===== src/design/vcfc_pkg.sv =====
// constants, types and register map of the serial port with flow control
package vcfc_pkg;
    localparam int unsigned CLK_HZ       = 125_000_000;
    localparam int unsigned BAUD_DEFAULT = 115_200;
    localparam int unsigned BAUD_MIN     = 9_600;
    localparam int unsigned BAUD_MAX     = 921_600;
    // clock cycles per serial bit
    localparam logic [15:0] DIV_DEFAULT = 16'(CLK_HZ / BAUD_DEFAULT);
    localparam logic [15:0] DIV_MIN     = 16'(CLK_HZ / BAUD_MAX);
    localparam logic [15:0] DIV_MAX     = 16'(CLK_HZ / BAUD_MIN);
    localparam logic [2:0]  LAST_BIT    = 3'h7;

    localparam logic [4:0] OFS_CTRL = 5'h00;
    localparam logic [4:0] OFS_DIV  = 5'h04;
    localparam logic [4:0] OFS_STAT = 5'h08;
    localparam logic [4:0] OFS_TXD  = 5'h0C;
    localparam logic [4:0] OFS_RXD  = 5'h10;

    localparam int unsigned RXB_DEPTH = 4;
    localparam logic [2:0]  RXB_FULL  = 3'h4;

    typedef enum logic [1:0] {
        VCFC_HS_OFF      = 2'b00,
        VCFC_HS_INBOUND  = 2'b01,
        VCFC_HS_OUTBOUND = 2'b10,
        VCFC_HS_BOTH     = 2'b11
    } vcfc_hs_mode_t;

    typedef enum logic [1:0] {
        VCFC_SER_IDLE  = 2'b00,
        VCFC_SER_START = 2'b01,
        VCFC_SER_DATA  = 2'b10,
        VCFC_SER_STOP  = 2'b11
    } vcfc_ser_state_t;

    typedef struct packed {
        logic rx_ovf;
        logic tx_drop;
        logic frame_err;
        logic link_en;
        logic peer_ready;
        logic rx_full;
        logic tx_busy;
        logic rx_avail;
    } vcfc_status_t;
endpackage


===== src/design/vcfc_uart_tx.sv =====
// serial transmitter, 8 data bits, no parity, 1 stop bit
module vcfc_uart_tx (
    input  wire logic        ref_clk,
    input  wire logic        srst,
    input  wire logic [15:0] divisor,
    input  wire logic        start,
    input  wire logic [7:0]  data,
    output logic             txd,
    output logic             busy
);
    vcfc_pkg::vcfc_ser_state_t state_r;
    logic [15:0]               cnt_r;
    logic [2:0]                bit_r;
    logic [7:0]                shf_r;
    wire                       tick = cnt_r >= (divisor - 16'h0001);

    assign busy = state_r != vcfc_pkg::VCFC_SER_IDLE;

    always_ff @(posedge ref_clk) begin
        if (srst) begin
            state_r <= vcfc_pkg::VCFC_SER_IDLE;
            cnt_r   <= 16'h0000;
            bit_r   <= 3'h0;
            shf_r   <= 8'h00;
            txd     <= 1'b1;
        end else begin
            cnt_r <= (!busy || tick) ? 16'h0000 : cnt_r + 16'h0001;
            case (state_r)
                vcfc_pkg::VCFC_SER_IDLE: if (start) begin
                    shf_r   <= data;
                    txd     <= 1'b0;
                    state_r <= vcfc_pkg::VCFC_SER_START;
                end
                vcfc_pkg::VCFC_SER_START: if (tick) begin
                    txd     <= shf_r[0];
                    shf_r   <= {1'b0, shf_r[7:1]};
                    bit_r   <= 3'h0;
                    state_r <= vcfc_pkg::VCFC_SER_DATA;
                end
                vcfc_pkg::VCFC_SER_DATA: if (tick) begin
                    if (bit_r == vcfc_pkg::LAST_BIT) begin
                        txd     <= 1'b1;
                        state_r <= vcfc_pkg::VCFC_SER_STOP;
                    end else begin
                        txd   <= shf_r[0];
                        shf_r <= {1'b0, shf_r[7:1]};
                        bit_r <= bit_r + 3'h1;
                    end
                end
                vcfc_pkg::VCFC_SER_STOP: if (tick) begin
                    state_r <= vcfc_pkg::VCFC_SER_IDLE;
                end
                default: state_r <= vcfc_pkg::VCFC_SER_IDLE;
            endcase
        end
    end
endmodule


===== src/design/vcfc_uart_rx.sv =====
// serial receiver, 8 data bits, no parity, 1 stop bit, mid-bit sampling
module vcfc_uart_rx (
    input  wire logic        ref_clk,
    input  wire logic        srst,
    input  wire logic [15:0] divisor,
    input  wire logic        rxd,
    output logic             done,
    output logic             frame_err,
    output logic [7:0]       data
);
    vcfc_pkg::vcfc_ser_state_t state_r;
    logic [15:0]               cnt_r;
    logic [2:0]                bit_r;
    logic [7:0]                shf_r;
    wire                       tick = cnt_r >= (divisor - 16'h0001);
    wire                       half = cnt_r >= {1'b0, divisor[15:1]};

    always_ff @(posedge ref_clk) begin
        if (srst) begin
            state_r   <= vcfc_pkg::VCFC_SER_IDLE;
            cnt_r     <= 16'h0000;
            bit_r     <= 3'h0;
            shf_r     <= 8'h00;
            done      <= 1'b0;
            frame_err <= 1'b0;
            data      <= 8'h00;
        end else begin
            done      <= 1'b0;
            frame_err <= 1'b0;
            cnt_r     <= cnt_r + 16'h0001;
            case (state_r)
                vcfc_pkg::VCFC_SER_IDLE: begin
                    cnt_r <= 16'h0000;
                    if (!rxd) state_r <= vcfc_pkg::VCFC_SER_START;
                end
                vcfc_pkg::VCFC_SER_START: if (half) begin
                    cnt_r   <= 16'h0000;
                    bit_r   <= 3'h0;
                    // a start bit gone high by mid-bit was a glitch
                    state_r <= rxd ? vcfc_pkg::VCFC_SER_IDLE : vcfc_pkg::VCFC_SER_DATA;
                end
                vcfc_pkg::VCFC_SER_DATA: if (tick) begin
                    cnt_r <= 16'h0000;
                    shf_r <= {rxd, shf_r[7:1]};
                    bit_r <= bit_r + 3'h1;
                    if (bit_r == vcfc_pkg::LAST_BIT) state_r <= vcfc_pkg::VCFC_SER_STOP;
                end
                vcfc_pkg::VCFC_SER_STOP: if (tick) begin
                    done      <= 1'b1;
                    frame_err <= !rxd;
                    data      <= shf_r;
                    state_r   <= vcfc_pkg::VCFC_SER_IDLE;
                end
                default: state_r <= vcfc_pkg::VCFC_SER_IDLE;
            endcase
        end
    end
endmodule


===== src/design/vcfc_top.sv =====
// serial port towards the target with selectable hardware handshake
module vcfc_top (
    input  wire logic        ref_clk,
    input  wire logic        srst,
    input  wire logic [4:0]  avs_address,
    input  wire logic        avs_read,
    input  wire logic        avs_write,
    input  wire logic [31:0] avs_writedata,
    input  wire logic [3:0]  avs_byteenable,
    output logic      [31:0] avs_readdata,
    output logic             avs_waitrequest,
    output logic             serial_to_target,
    input  wire logic        serial_from_target,
    output logic             target_clear_to_send_n_o,
    output logic             target_clear_to_send_n_oe_n,
    input  wire logic        target_request_to_send_n,
    input  wire logic        link_pass_enable
);
    // byte lane merge for partial writes
    function automatic logic [7:0] lane(input logic [7:0] old_v,
                                        input logic [7:0] new_v,
                                        input logic       en);
        lane = en ? new_v : old_v;
    endfunction

    // ---------------- pin synchronisers ----------------
    // order: {link enable, request-to-send, serial in}
    logic [2:0] sync1_r;
    logic [2:0] sync2_r;
    wire        rxd_s     = sync2_r[0];
    wire        rts_n_s   = sync2_r[1];
    wire        link_s    = sync2_r[2];

    always_ff @(posedge ref_clk) begin
        if (srst) begin
            sync1_r <= 3'b011;
            sync2_r <= 3'b011;
        end else begin
            sync1_r <= {link_pass_enable, target_request_to_send_n, serial_from_target};
            sync2_r <= sync1_r;
        end
    end

    // ---------------- configuration ----------------
    vcfc_pkg::vcfc_hs_mode_t mode_r;
    logic [15:0]             div_r;

    wire inbound_on  = (mode_r == vcfc_pkg::VCFC_HS_INBOUND) ||
                       (mode_r == vcfc_pkg::VCFC_HS_BOTH);
    wire outbound_on = (mode_r == vcfc_pkg::VCFC_HS_OUTBOUND) ||
                       (mode_r == vcfc_pkg::VCFC_HS_BOTH);
    wire peer_ready  = !rts_n_s;

    // ---------------- bus slave ----------------
    // one wait state on every access; the effect lands when waitrequest is low
    logic done_r;
    wire  req    = avs_read || avs_write;
    wire  access = req && done_r;
    wire  wr     = access && avs_write;
    wire  rd     = access && avs_read;

    wire  sel_ctrl = avs_address == vcfc_pkg::OFS_CTRL;
    wire  sel_div  = avs_address == vcfc_pkg::OFS_DIV;
    wire  sel_stat = avs_address == vcfc_pkg::OFS_STAT;
    wire  sel_txd  = avs_address == vcfc_pkg::OFS_TXD;
    wire  sel_rxd  = avs_address == vcfc_pkg::OFS_RXD;

    assign avs_waitrequest = req && !done_r;

    always_ff @(posedge ref_clk) begin
        if (srst) done_r <= 1'b0;
        else      done_r <= req && !done_r;
    end

    // divisor write, clamped into the supported range
    wire [15:0] div_wr = {lane(div_r[15:8], avs_writedata[15:8], avs_byteenable[1]),
                          lane(div_r[7:0], avs_writedata[7:0], avs_byteenable[0])};
    wire [15:0] div_clamped = (div_wr < vcfc_pkg::DIV_MIN) ? vcfc_pkg::DIV_MIN :
                              (div_wr > vcfc_pkg::DIV_MAX) ? vcfc_pkg::DIV_MAX : div_wr;
    wire [7:0]  ctrl_wr = lane({6'h00, mode_r}, avs_writedata[7:0], avs_byteenable[0]);

    always_ff @(posedge ref_clk) begin
        if (srst) begin
            mode_r <= vcfc_pkg::VCFC_HS_OFF;
            div_r  <= vcfc_pkg::DIV_DEFAULT;
        end else begin
            if (wr && sel_ctrl) mode_r <= vcfc_pkg::vcfc_hs_mode_t'(ctrl_wr[1:0]);
            if (wr && sel_div)  div_r  <= div_clamped;
        end
    end

    // ---------------- transmit path ----------------
    logic       hold_v_r;
    logic [7:0] hold_d_r;
    logic       tx_busy;
    logic       tx_drop_r;

    // link enable and, with outbound control, the peer's ready level gate
    // only the launch of a new character; a running one is never cut
    wire tx_permit = link_s && (!outbound_on || peer_ready);
    wire tx_start  = hold_v_r && !tx_busy && tx_permit;
    wire hold_free = !hold_v_r || tx_start;
    wire txd_wr    = wr && sel_txd && avs_byteenable[0];

    always_ff @(posedge ref_clk) begin
        if (srst) begin
            hold_v_r <= 1'b0;
            hold_d_r <= 8'h00;
        end else if (txd_wr && hold_free) begin
            hold_v_r <= 1'b1;
            hold_d_r <= avs_writedata[7:0];
        end else if (tx_start) begin
            hold_v_r <= 1'b0;
        end
    end

    vcfc_uart_tx u_tx (
        .ref_clk (ref_clk),
        .srst    (srst),
        .divisor (div_r),
        .start   (tx_start),
        .data    (hold_d_r),
        .txd     (serial_to_target),
        .busy    (tx_busy)
    );

    // ---------------- receive path ----------------
    logic       rx_done;
    logic       rx_ferr;
    logic [7:0] rx_data;

    vcfc_uart_rx u_rx (
        .ref_clk   (ref_clk),
        .srst      (srst),
        .divisor   (div_r),
        .rxd       (rxd_s),
        .done      (rx_done),
        .frame_err (rx_ferr),
        .data      (rx_data)
    );

    // receive buffer
    logic [7:0] rxb_mem [vcfc_pkg::RXB_DEPTH];
    logic [1:0] rxb_wp_r;
    logic [1:0] rxb_rp_r;
    logic [2:0] rxb_cnt_r;
    logic       cts_n_r;

    wire rxb_full  = rxb_cnt_r == vcfc_pkg::RXB_FULL;
    wire rxb_empty = rxb_cnt_r == 3'h0;
    wire rx_in     = rx_done && link_s;
    wire rxb_push  = rx_in && !rxb_full;
    wire rxb_pop   = rd && sel_rxd && !rxb_empty;
    wire rx_ovf_ev = rx_in && rxb_full;

    wire [2:0] rxb_cnt_nxt = rxb_cnt_r + {2'b00, rxb_push} - {2'b00, rxb_pop};

    always_ff @(posedge ref_clk) begin
        if (rxb_push) rxb_mem[rxb_wp_r] <= rx_data;
    end

    always_ff @(posedge ref_clk) begin
        if (srst) begin
            rxb_wp_r  <= 2'h0;
            rxb_rp_r  <= 2'h0;
            rxb_cnt_r <= 3'h0;
            cts_n_r   <= 1'b0;
        end else begin
            if (rxb_push) rxb_wp_r <= rxb_wp_r + 2'h1;
            if (rxb_pop)  rxb_rp_r <= rxb_rp_r + 2'h1;
            rxb_cnt_r <= rxb_cnt_nxt;
            // high means not ready: raised exactly while the buffer is full
            cts_n_r   <= rxb_cnt_nxt == vcfc_pkg::RXB_FULL;
        end
    end

    // clear-to-send pin: driven only in the inbound-controlled modes
    assign target_clear_to_send_n_o    = cts_n_r;
    assign target_clear_to_send_n_oe_n = !inbound_on;

    // ---------------- sticky status flags ----------------
    logic frame_err_r;
    logic rx_ovf_r;

    wire stat_clr = wr && sel_stat && avs_byteenable[0];
    wire clr_ferr = stat_clr && avs_writedata[5];
    wire clr_drop = stat_clr && avs_writedata[6];
    wire clr_ovf  = stat_clr && avs_writedata[7];
    wire drop_ev  = txd_wr && !hold_free;

    // an event in the clearing cycle survives the clear
    always_ff @(posedge ref_clk) begin
        if (srst) begin
            frame_err_r <= 1'b0;
            tx_drop_r   <= 1'b0;
            rx_ovf_r    <= 1'b0;
        end else begin
            frame_err_r <= (frame_err_r && !clr_ferr) || (rx_in && rx_ferr);
            tx_drop_r   <= (tx_drop_r && !clr_drop) || drop_ev;
            rx_ovf_r    <= (rx_ovf_r && !clr_ovf) || rx_ovf_ev;
        end
    end

    vcfc_pkg::vcfc_status_t status;
    assign status = '{
        rx_ovf:     rx_ovf_r,
        tx_drop:    tx_drop_r,
        frame_err:  frame_err_r,
        link_en:    link_s,
        peer_ready: peer_ready,
        rx_full:    rxb_full,
        tx_busy:    tx_busy || hold_v_r,
        rx_avail:   !rxb_empty
    };

    // ---------------- read data ----------------
    wire [31:0] rd_mux = sel_ctrl ? {30'h0, mode_r} :
                         sel_div  ? {16'h0000, div_r} :
                         sel_stat ? {24'h000000, status} :
                         sel_rxd  ? {24'h000000, rxb_empty ? 8'h00 : rxb_mem[rxb_rp_r]} :
                         32'h00000000;

    // captured in the wait cycle, stands through the answer cycle
    always_ff @(posedge ref_clk) begin
        if (srst)                  avs_readdata <= 32'h00000000;
        else if (avs_read && !done_r) avs_readdata <= rd_mux;
    end
endmodule


===== config.mk =====
export PLATFORM = sky130hd
export DESIGN_NAME = vcfc_top
export DESIGN_NICKNAME = d
export VERILOG_FILES = /design/src/design/vcfc_pkg.sv /design/src/design/vcfc_uart_tx.sv /design/src/design/vcfc_uart_rx.sv /design/src/design/vcfc_top.sv
export SDC_FILE = /design/constraint.sdc
export NUM_CORES = 1
export LEC_CHECK = 0
export BUFFER_PORTS_ARGS = -buffer_cell sky130_fd_sc_hd__clkbuf_2
export CORE_MARGIN = 2
export CORE_UTILIZATION = 30
export DETAILED_ROUTE_END_ITERATION = 16
export SYNTH_ARGS = -nofsm -noshare
export SYNTH_HDL_FRONTEND = slang
export SYNTH_SLANG_ARGS = --single-unit

===== constraint.sdc =====
create_clock -name ref_clk -period 7.1 [get_ports ref_clk]
set_clock_uncertainty 0.05 [all_clocks]
set_input_delay 0.355 -clock ref_clk [delete_from_list [all_inputs] [get_ports ref_clk]]
set_output_delay 0.355 -clock ref_clk [all_outputs]
set_load 0.05 [all_outputs]

## After elaboration in Yosys (flattened, before gate mapping)

Memories as Yosys holds them, arrays and structs flattened. A register that Yosys moved wholly into a read port is not among the register bits.
Index checks and enable logic that the tools add are counted.

- Flip-flop bits (word level): 146
- Bits of input ports: 48
- Memories: 1
- Word-level logic and storage cells: 192
- Bits in writable memories: 32

- Equal/unequal tests: 28
- Reduce and logical (&&, ||, !) cells: 72
- Bitwise gates (word level): 2
- Add/subtract/negate cells: 9
- Mux-type cells: 48
- Order comparisons: 5

Memories:

| memory | depth | width | rd ports | clocked after Yosys merged registers in | write ports | line | text |
|---|---|---|---|---|---|---|---|
| rxb_mem | 4 | 8 | 1 | 1 | 1 | vcfc_top.sv:143 | `logic [7:0] rxb_mem [vcfc_pkg::RXB_DEPTH];` |

Operators by type and width:

| operator | count |
|---|---|
| $mux W16 | 6 |
| $mux W8 | 9 |
| $pmux W16 S3 | 1 |
| $add A16 B1 Y16 const B | 2 |
| $ge A16 B16 Y1 | 2 |
| $logic_and A1 B1 Y1 | 28 |
| $mux W2 | 13 |
| $pmux W8 S3 | 1 |
| $ge A16 B15 Y1 | 1 |
| $gt A16 B14 Y1 const B | 1 |
| $lt A16 B8 Y1 const B | 1 |
| $ne A2 B1 Y1 const B | 8 |
| $pmux W2 S4 | 2 |
| $sub A16 B1 Y16 const B | 1 |
| $mux W3 | 5 |
| $reduce_and A5 Y1 | 3 |
| $logic_not A1 Y1 | 13 |
| $eq A2 B2 Y1 const B | 6 |
| $eq A3 B3 Y1 const B | 4 |
| $pmux W3 S2 | 2 |
| $eq A5 B4 Y1 const B | 2 |
| $logic_or A1 B1 Y1 | 10 |
| $mux W1 | 8 |
| $reduce_and A4 Y1 | 2 |
| 19 further kinds | 33 |

## Depth between registers and ports, before layout

Gate-level depths: netlist of run 1.

- Depth in word-level cells: 10
- Depth in mapped cells: 16

## Cells and area by module

Synthesis of run 1 repeated with hierarchy kept, for this count alone.

- Cells, all modules: 916
- Area total of the unflattened synthesis: 8851.0 sq um

Modules (own cells, without submodules):

| module | sequential area each (sq um) | area an instance (sq um) | times used | cells each |
|---|---|---|---|---|
| vcfc_top | 2222.1 | 4177.8 | 1 | 391 |
| vcfc_uart_rx | 780.7 | 2640.0 | 1 | 289 |
| vcfc_uart_tx | 600.6 | 2033.2 | 1 | 236 |

## Least setup slack after synthesis of run 1

No wires, ideal clock.

- Path type: register to register
- Start point: register div_r[2]
- End point: register u_tx.shf_r[7]
- Path slack: 3.216 ns
- Stages on the path, launching flop included: 14
- Setup time: 0.061 ns
- Data required time: 6.989 ns
- Arrival: 3.773 ns
- Buffers on the path: 1
- Cells stage by stage: dfxtp_1 -> buf_2 -> nor4_1 -> nand4_1 -> nor3_1 -> nand4_1 -> xnor2_1 -> ha_1 -> and3_1 -> and3_1 -> nor4bb_1 -> o21ai_1 -> a2111oi_0 -> a41o_1

- Cells in the longest elaborated chain, start to end: 4
- Elaborated cells on any way between the ends: 5

Ends and longest elaborated chain:

| what | line | text |
|---|---|---|
| start: declaration | vcfc_top.sv:46 | `logic [15:0] div_r;` |
| start signal: assignment | vcfc_top.sv:85 | `div_r <= vcfc_pkg::DIV_DEFAULT;` |
| start signal: assignment | vcfc_top.sv:88 | `if (wr && sel_div) div_r <= div_clamped;` |
| $sub A16 B1 Y16 (*) | vcfc_uart_tx.sv:15 | `wire tick = cnt_r >= (divisor - 16'h0001);` |
| $ge A16 B16 Y1 (*) | vcfc_uart_tx.sv:15 |  |
| $ne A2 B1 Y1 (no source line) | -- |  |
| $reduce_and A5 Y1 (no source line) (*) | -- |  |
| end signal: assignment | vcfc_uart_tx.sv:30 | `shf_r <= data;` |
| end signal: assignment | vcfc_uart_tx.sv:36 | `shf_r <= {1'b0, shf_r[7:1]};` |
| end signal: assignment | vcfc_uart_tx.sv:46 | `shf_r <= {1'b0, shf_r[7:1]};` |
| end: declaration | vcfc_uart_tx.sv:14 | `logic [7:0] shf_r;` |

Mark *: on every way between the ends. The rest lies on a longest branch, timed or not.
A chain may end at the register's enable or synchronous reset.

## Final worst setup path of run 1

Ends and elaborated chain as after synthesis.

==> impl_metrics.ini, run 1 <==
[drt]
drtIter0Drc = 384
wire_per_inst_um = 15.1
ant_nets = 0
avgViaCountPerCell = 4.94
drc_errors = 0
wl_mm = 20.1
drt_pass1_iterations = 4
num_vias = 6584

[status]
status = complete, no violations

[floorplan]
initial_utilization_pct = 30.3
die_h_um = 174
io_pins = 84
die_w_um = 174
num_rows = 62
core_um2 = 28500
die-area_um2 = 30200

[yosys]
synth.avg_cell_area_um2 = 9.57
synth_cell_types = 73
syn_inst = 903
async_flop_share_pct = 0
ys_ff_latch = 164
synth_sequential_area_ratio_pct = 41.7
synth_edf_count = 32
synth.cell_area_um2 = 8640
yosys_warnings = 0
synth_flop_cell = dfxtp_1

[power]
ir_drop_mv = 0.123
power_density_nw_per_um2 = 215
p_leak_uw = 0.00378

[setup_path]
critPathKind = reg2reg
endpoint_kind = flip-flop
cp_slowest_stage_delay_ps = 880
cp_slowest_cell = o21ai_1
crit_fanout = 16
reg2regPathDepth = 13
critical_path_cell_count = 13
start_kind = flip-flop
arrival_ps = 5390
worstPathCellList = nor4_1 -> nand4_1 -> nor3_1 -> nand4_1 -> xnor2_1 -> ha_1 -> and3_1 -> a221o_1 -> a21oi_1 -> nand2_1 -> o21ai_1 -> a2111oi_0 -> a41o_1
required_ps = 7380
cpLargestDelayFamily = compound AO/OA/AOI/OAI gates
crit_path_frequent_cell = nand4_1
crit_buf_inv = 0

[timing]
finalHoldViolCount = 0
setup_violations = 0
post-route-period-util_pct = 72.0
relSlewSlack_pct = 26.8
drv_slew = 0
rsz0062_at_grt = no
max_freq_mhz = 196
period_needed_ps = 5110
tns_ps = 0
max_slew.worst_pin.slew_ps = 1090

[global_route]
grt_pass1_wl_mm = 33.1
antenna_found_initial = 0
grt_pass1_vias = 6290
grt_overflow = 0
grtUsageTotal_pct = 13.7
grt_max_degree = 94

[placement]
placed_cells = 1300
dp_hpwl_mm = 14.8
numPortBuffers = 49
gp_congestion = 0.799

[clock_network]
root_buffer = clkbuf_16
cts.sinks = 164
ctsHoldBuffers = 0
ctsResizeCount = 0
cts_tree = built
cts_buffers = 17
cts_buffer_depth = 2
path_clk_slew_ps = 70
htreeDepth = 4
post_cts_buffers = 0
clock_latency_ps = 440

[finish]
area.growth.synth_to_final_pct = 13.2
nets = 1053
antenna-diode-count = 0
layout-drive-gt1-share_pct = 11.3
instances_no_fill = 1332
fillers = 3009

[hold_path]
hold_class = in2reg
hold_path_depth = 2

[job]
drv_cap = 0
==> cells by family after synthesis <==
family                   share of synthesized area (%)
other                                           0.0434
multiplexers                                      6.85
AO/OA/AOI/OAI                                     13.1
adder cells (fa/ha/maj)                           10.2
flip-flops                                        41.7
buffers and inverters                             5.20
AND/OR/NAND/NOR                                   18.2
XOR/XNOR                                          4.66
==> sequential cells by signal (all words and copies together), names as in the netlist, 16 cells and up, named ones only <==
| register | cells |
|---|---|
| avs_readdata | 16 |
| u_tx.cnt_r | 16 |
| rxb_mem | 32 |
| u_rx.cnt_r | 16 |
| div_r | 16 |
==> per-layer routing <==
metal / routed length, um / up-vias / GRT usage [%]
met2: 9600 / 127 / 22.6
met4: 268 / 0 / 3.82
met1: 9420 / 3163 / 17.9
met3: 823 / 18 / 3.16
met5: 0 / - / 0
li1: - / 3276 / -
==> area by class of cell <==
| class | instances | area, um^2 | area share, % |
|---|---|---|---|
| multi-input cells | 659 | 4640 | 47.5 |
| clock inverters | 14 | 175 | 1.79 |
| flip-flops and latches | 164 | 3600 | 36.9 |
| repair buffers | 52 | 270 | 2.76 |
| clock buffers | 18 | 450 | 4.61 |
| well taps | 384 | 480 | 4.91 |
| inverters | 41 | 154 | 1.57 |
==> stage by stage <==
step	cell area [um^2]	hold WS [ps]	total power, uW	setup WS [ps]	utilization (%)
global placement	9150	349	1170	2040	32.1
global route	9780	29.5	2180	1530	34.2
floorplan	8690	339	1130	3220	-
CTS	9780	23.4	2130	1980	34.2
detailed placement	9150	352	1170	2000	32.1
finish	9780	44.7	2100	1990	34.2
==> where the power goes <==
group | internal (uW) | switching, uW | leakage [uW]
registers | 955 | 10.3 | 0.00136
clock network | 500 | 453 | 0.000305
logic | 51.1 | 131 | 0.00211
==> final timing paths <==
path	slack, ps	startpoint	endpoint
setup / recovery	1990	div_r[2]	u_tx.shf_r[7]
hold reg to reg	370	sync1_r[0]	sync2_r[0]
hold / removal	40	target_request_to_send_n	sync1_r[1]
setup reg to reg	1990	div_r[2]	u_tx.shf_r[7]
==> synth_stat cells (4+ instances only) <==
library cell    n  area (um^2)
nor2b_1        11         68.8
mux4_2          8          180
nand4_1        19          119
nand3_1        34          170
nor4_1          6         37.5
a211o_1         7         61.3
a32oi_1         4         35.0
xnor2_1        26          228
nor2_1        124          465
o21a_1          6         45.0
and2_1          6         37.5
a22oi_1         8         60.1
ha_1           69          863
nor3b_1         4         30.0
clkbuf_1       22         82.6
nor3_1         27          135
o21ai_0        28          140
mux2i_1        40          400
a21o_1          4         30.0
buf_2           5         25.0
a221oi_1        9         78.8
xor2_1         20          175
dfxtp_1       132         2640
nand2_1        52          195
buf_4          19          143
and3_1         13         81.3
nand2b_1        8         50.1
or2_2           4         25.0
a21oi_1        26          130
a211oi_1        7         52.6
a22o_1          8         70.1
buf_1           6         22.5
o31ai_1        11         82.6
inv_1          40          150
edfxtp_1       32          961
==> layout by cell type (no fill, tap or decap), drive strengths merged, types with 7 or more instances in the layout <==
master / Yosys / routed
nand4: 19 / 19
nor2b: 11 / 11
xor2: 20 / 20
a221oi: 9 / 9
nor2: 124 / 124
nand2b: 8 / 8
nand2: 52 / 52
a22oi: 8 / 8
o31ai: 14 / 14
a211o: 7 / 7
xnor2: 26 / 26
a21oi: 26 / 26
and3: 13 / 13
clkbuf: 22 / 66
inv: 40 / 47
edfxtp: 32 / 32
dfxtp: 132 / 132
mux4: 8 / 8
clkinv: 1 / 8
nand3: 35 / 35
nor3: 28 / 28
conb: 1 / 16
a211oi: 7 / 7
ha: 69 / 69
mux2i: 40 / 40
o21ai: 30 / 30
a22o: 8 / 8
Power figures use the tool's default switching activity.
==> inputs of run 2 (changes only) <==
- clock period: 7.1 -> 4.6 ns (I/O delays scaled with it)
==> impl_metrics.ini, run 2 (synthesis results as in run 1) <==
[status]
status = complete, no violations

[setup_path]
arrival_ps = 4350
crit_fanout = 9
critPathKind = reg2reg
crit_path_frequent_cell = nand2_1
start_kind = flip-flop
endpoint_kind = flip-flop
reg2regPathDepth = 15
required_ps = 4880
r2r-start = div_r[0]
cp_slowest_cell = dfxtp_1
reg2reg_to = u_tx.shf_r[0]
cp_slowest_stage_delay_ps = 420
worstPathCellList = inv_1 -> ha_1 -> nor4b_1 -> nand2_1 -> nor2_1 -> xnor2_1 -> ha_1 -> and3_1 -> a221o_1 -> a21oi_1 -> nand2_1 -> o311ai_4 -> buf_4 -> a211o_1 -> nand2_1
r2r_slack_ps = 530

[drt]
num_vias = 6619
avgViaCountPerCell = 4.92
wl_mm = 20.2
drt-met1-wl_mm = 9.39
wire_per_inst_um = 15.0
drtIter0Drc = 393
wl_met2_mm = 9.59
ant_nets = 0
drc_errors = 0
met3_length_um = 990
top_layer = met4
drt_pass1_iterations = 5

[timing]
period_needed_ps = 4070
post-route-period-util_pct = 88.6
max_slew.worst_pin.slew_ps = 1070
rsz0062_at_grt = no
fin_ws_ps = 525
relSlewSlack_pct = 28.6
finalHoldViolCount = 0
tns_ps = 0
drv_slew = 0
setup_violations = 0
max_freq_mhz = 245

[global_route]
grt_overflow = 0
grtUsageTotal_pct = 13.7
grt_pass1_vias = 6311
antenna_found_initial = 0
grt_max_degree = 93
grt_pass1_wl_mm = 33.0

[finish]
layout-drive-gt1-share_pct = 12.2
nets = 1066
final_cell_mix = 132 x dfxtp_1, 124 x nor2_1, 69 x ha_1
antenna-diode-count = 0
final_common_cell = dfxtp_1
fin_area_um2 = 9870
largest_register_ffs = 32
area.growth.synth_to_final_pct = 14.3
largest_register = rxb_mem
final_util_pct = 34.6

[clock_network]
path_clk_slew_ps = 80
root_buffer = clkbuf_16
cts.sinks = 164
cts_buffers = 17
htreeDepth = 4
cts_tree = built
clock_latency_ps = 440
cts_buffer_depth = 2

[job]
drv_cap = 0

[placement]
place_ws_ps = 517
gp_congestion = 0.816
place_area_um2 = 9230
dp_hpwl_mm = 14.9
numPortBuffers = 49

[floorplan]
core_um2 = 28500
io_pins = 84
num_rows = 62
initial_utilization_pct = 30.3
die_h_um = 174
die-area_um2 = 30200
die_w_um = 174

[hold_path]
hold_path_depth = 3
hold_class = in2reg
min_to = div_r[11]
holdCritStartpoint = avs_writedata[11]

[power]
power_density_nw_per_um2 = 330
ir_drop_mv = 0.302
power_uw = 3260
p_leak_uw = 0.00383
run 2: cell types whose count changed in the layout (fill, tap and decap cells not counted):
cell           previous run  this run
buf_4                     4        14
clkinv_4                  2         1
inv_6                     1         2
clkinv_8                  5         3
dlygate4sd3_1             0         3
inv_12                    0         3
clkbuf_16                18        17
run 2: stage by stage:
stage	cells	hold slack (ps)
detailed placement	1310	348
global route	1345	15.5
floorplan	918	284
global placement	1310	346
finish	1345	47.5
CTS	1345	25.7
run 2: where the power goes:
part	leakage (uW)	switching [uW]	internal (uW)
Sequential	0.00136	16.2	1470
Combinational	0.00217	202	84.7
Clock	0.000302	727	752
run 2: critical path, delay by kind of cell, from the launching register on:
kind / cells / cell delay (ps)
compound gates: 4 / 1160
simple gates: 6 / 1020
fa+ha+maj: 2 / 610
buf+inv: 2 / 430
flops: 1 / 420
xor+xnor: 1 / 250
run 2: layout make-up:
cell class / instances / area, um^2
Timing Repair Buffer: 65 / 375
Fill cell: 2955 / 18700
Clock buffer: 17 / 425
Multi-Input combinational cell: 659 / 4640
Inverter: 41 / 154
Clock inverter: 15 / 191
Tap cell: 384 / 480
Sequential cell: 164 / 3600
run 2: per-layer routing:
layer	global-route usage [%]	vias to the layer above
met5	0	-
met4	3.43	0
met3	3.46	20
met2	22.9	141
met1	17.6	3149
li1	-	3309
run 2: how the worst max path moves through the flow:
| stage | from | end | slack, ps | cells after the start |
|---|---|---|---|---|
| floorplan | div_r[2] | u_tx.shf_r[7] | 720 | 13 |
| global placement | div_r[3] | u_tx.cnt_r[12] | 540 | 15 |
| detailed placement | div_r[3] | u_tx.shf_r[7] | 520 | 15 |
| CTS | div_r[3] | u_tx.cnt_r[14] | 480 | 15 |
| global route | div_r[0] | u_rx.shf_r[2] | 160 | 15 |
| finish | div_r[0] | u_tx.shf_r[0] | 530 | 15 |
run 2: repair_timing:
action,in CTS,in global routing
setup buffers,0,0
gates resized for setup,0,0
endpoints found under the hold margin,3,0
hold buffers,3,0
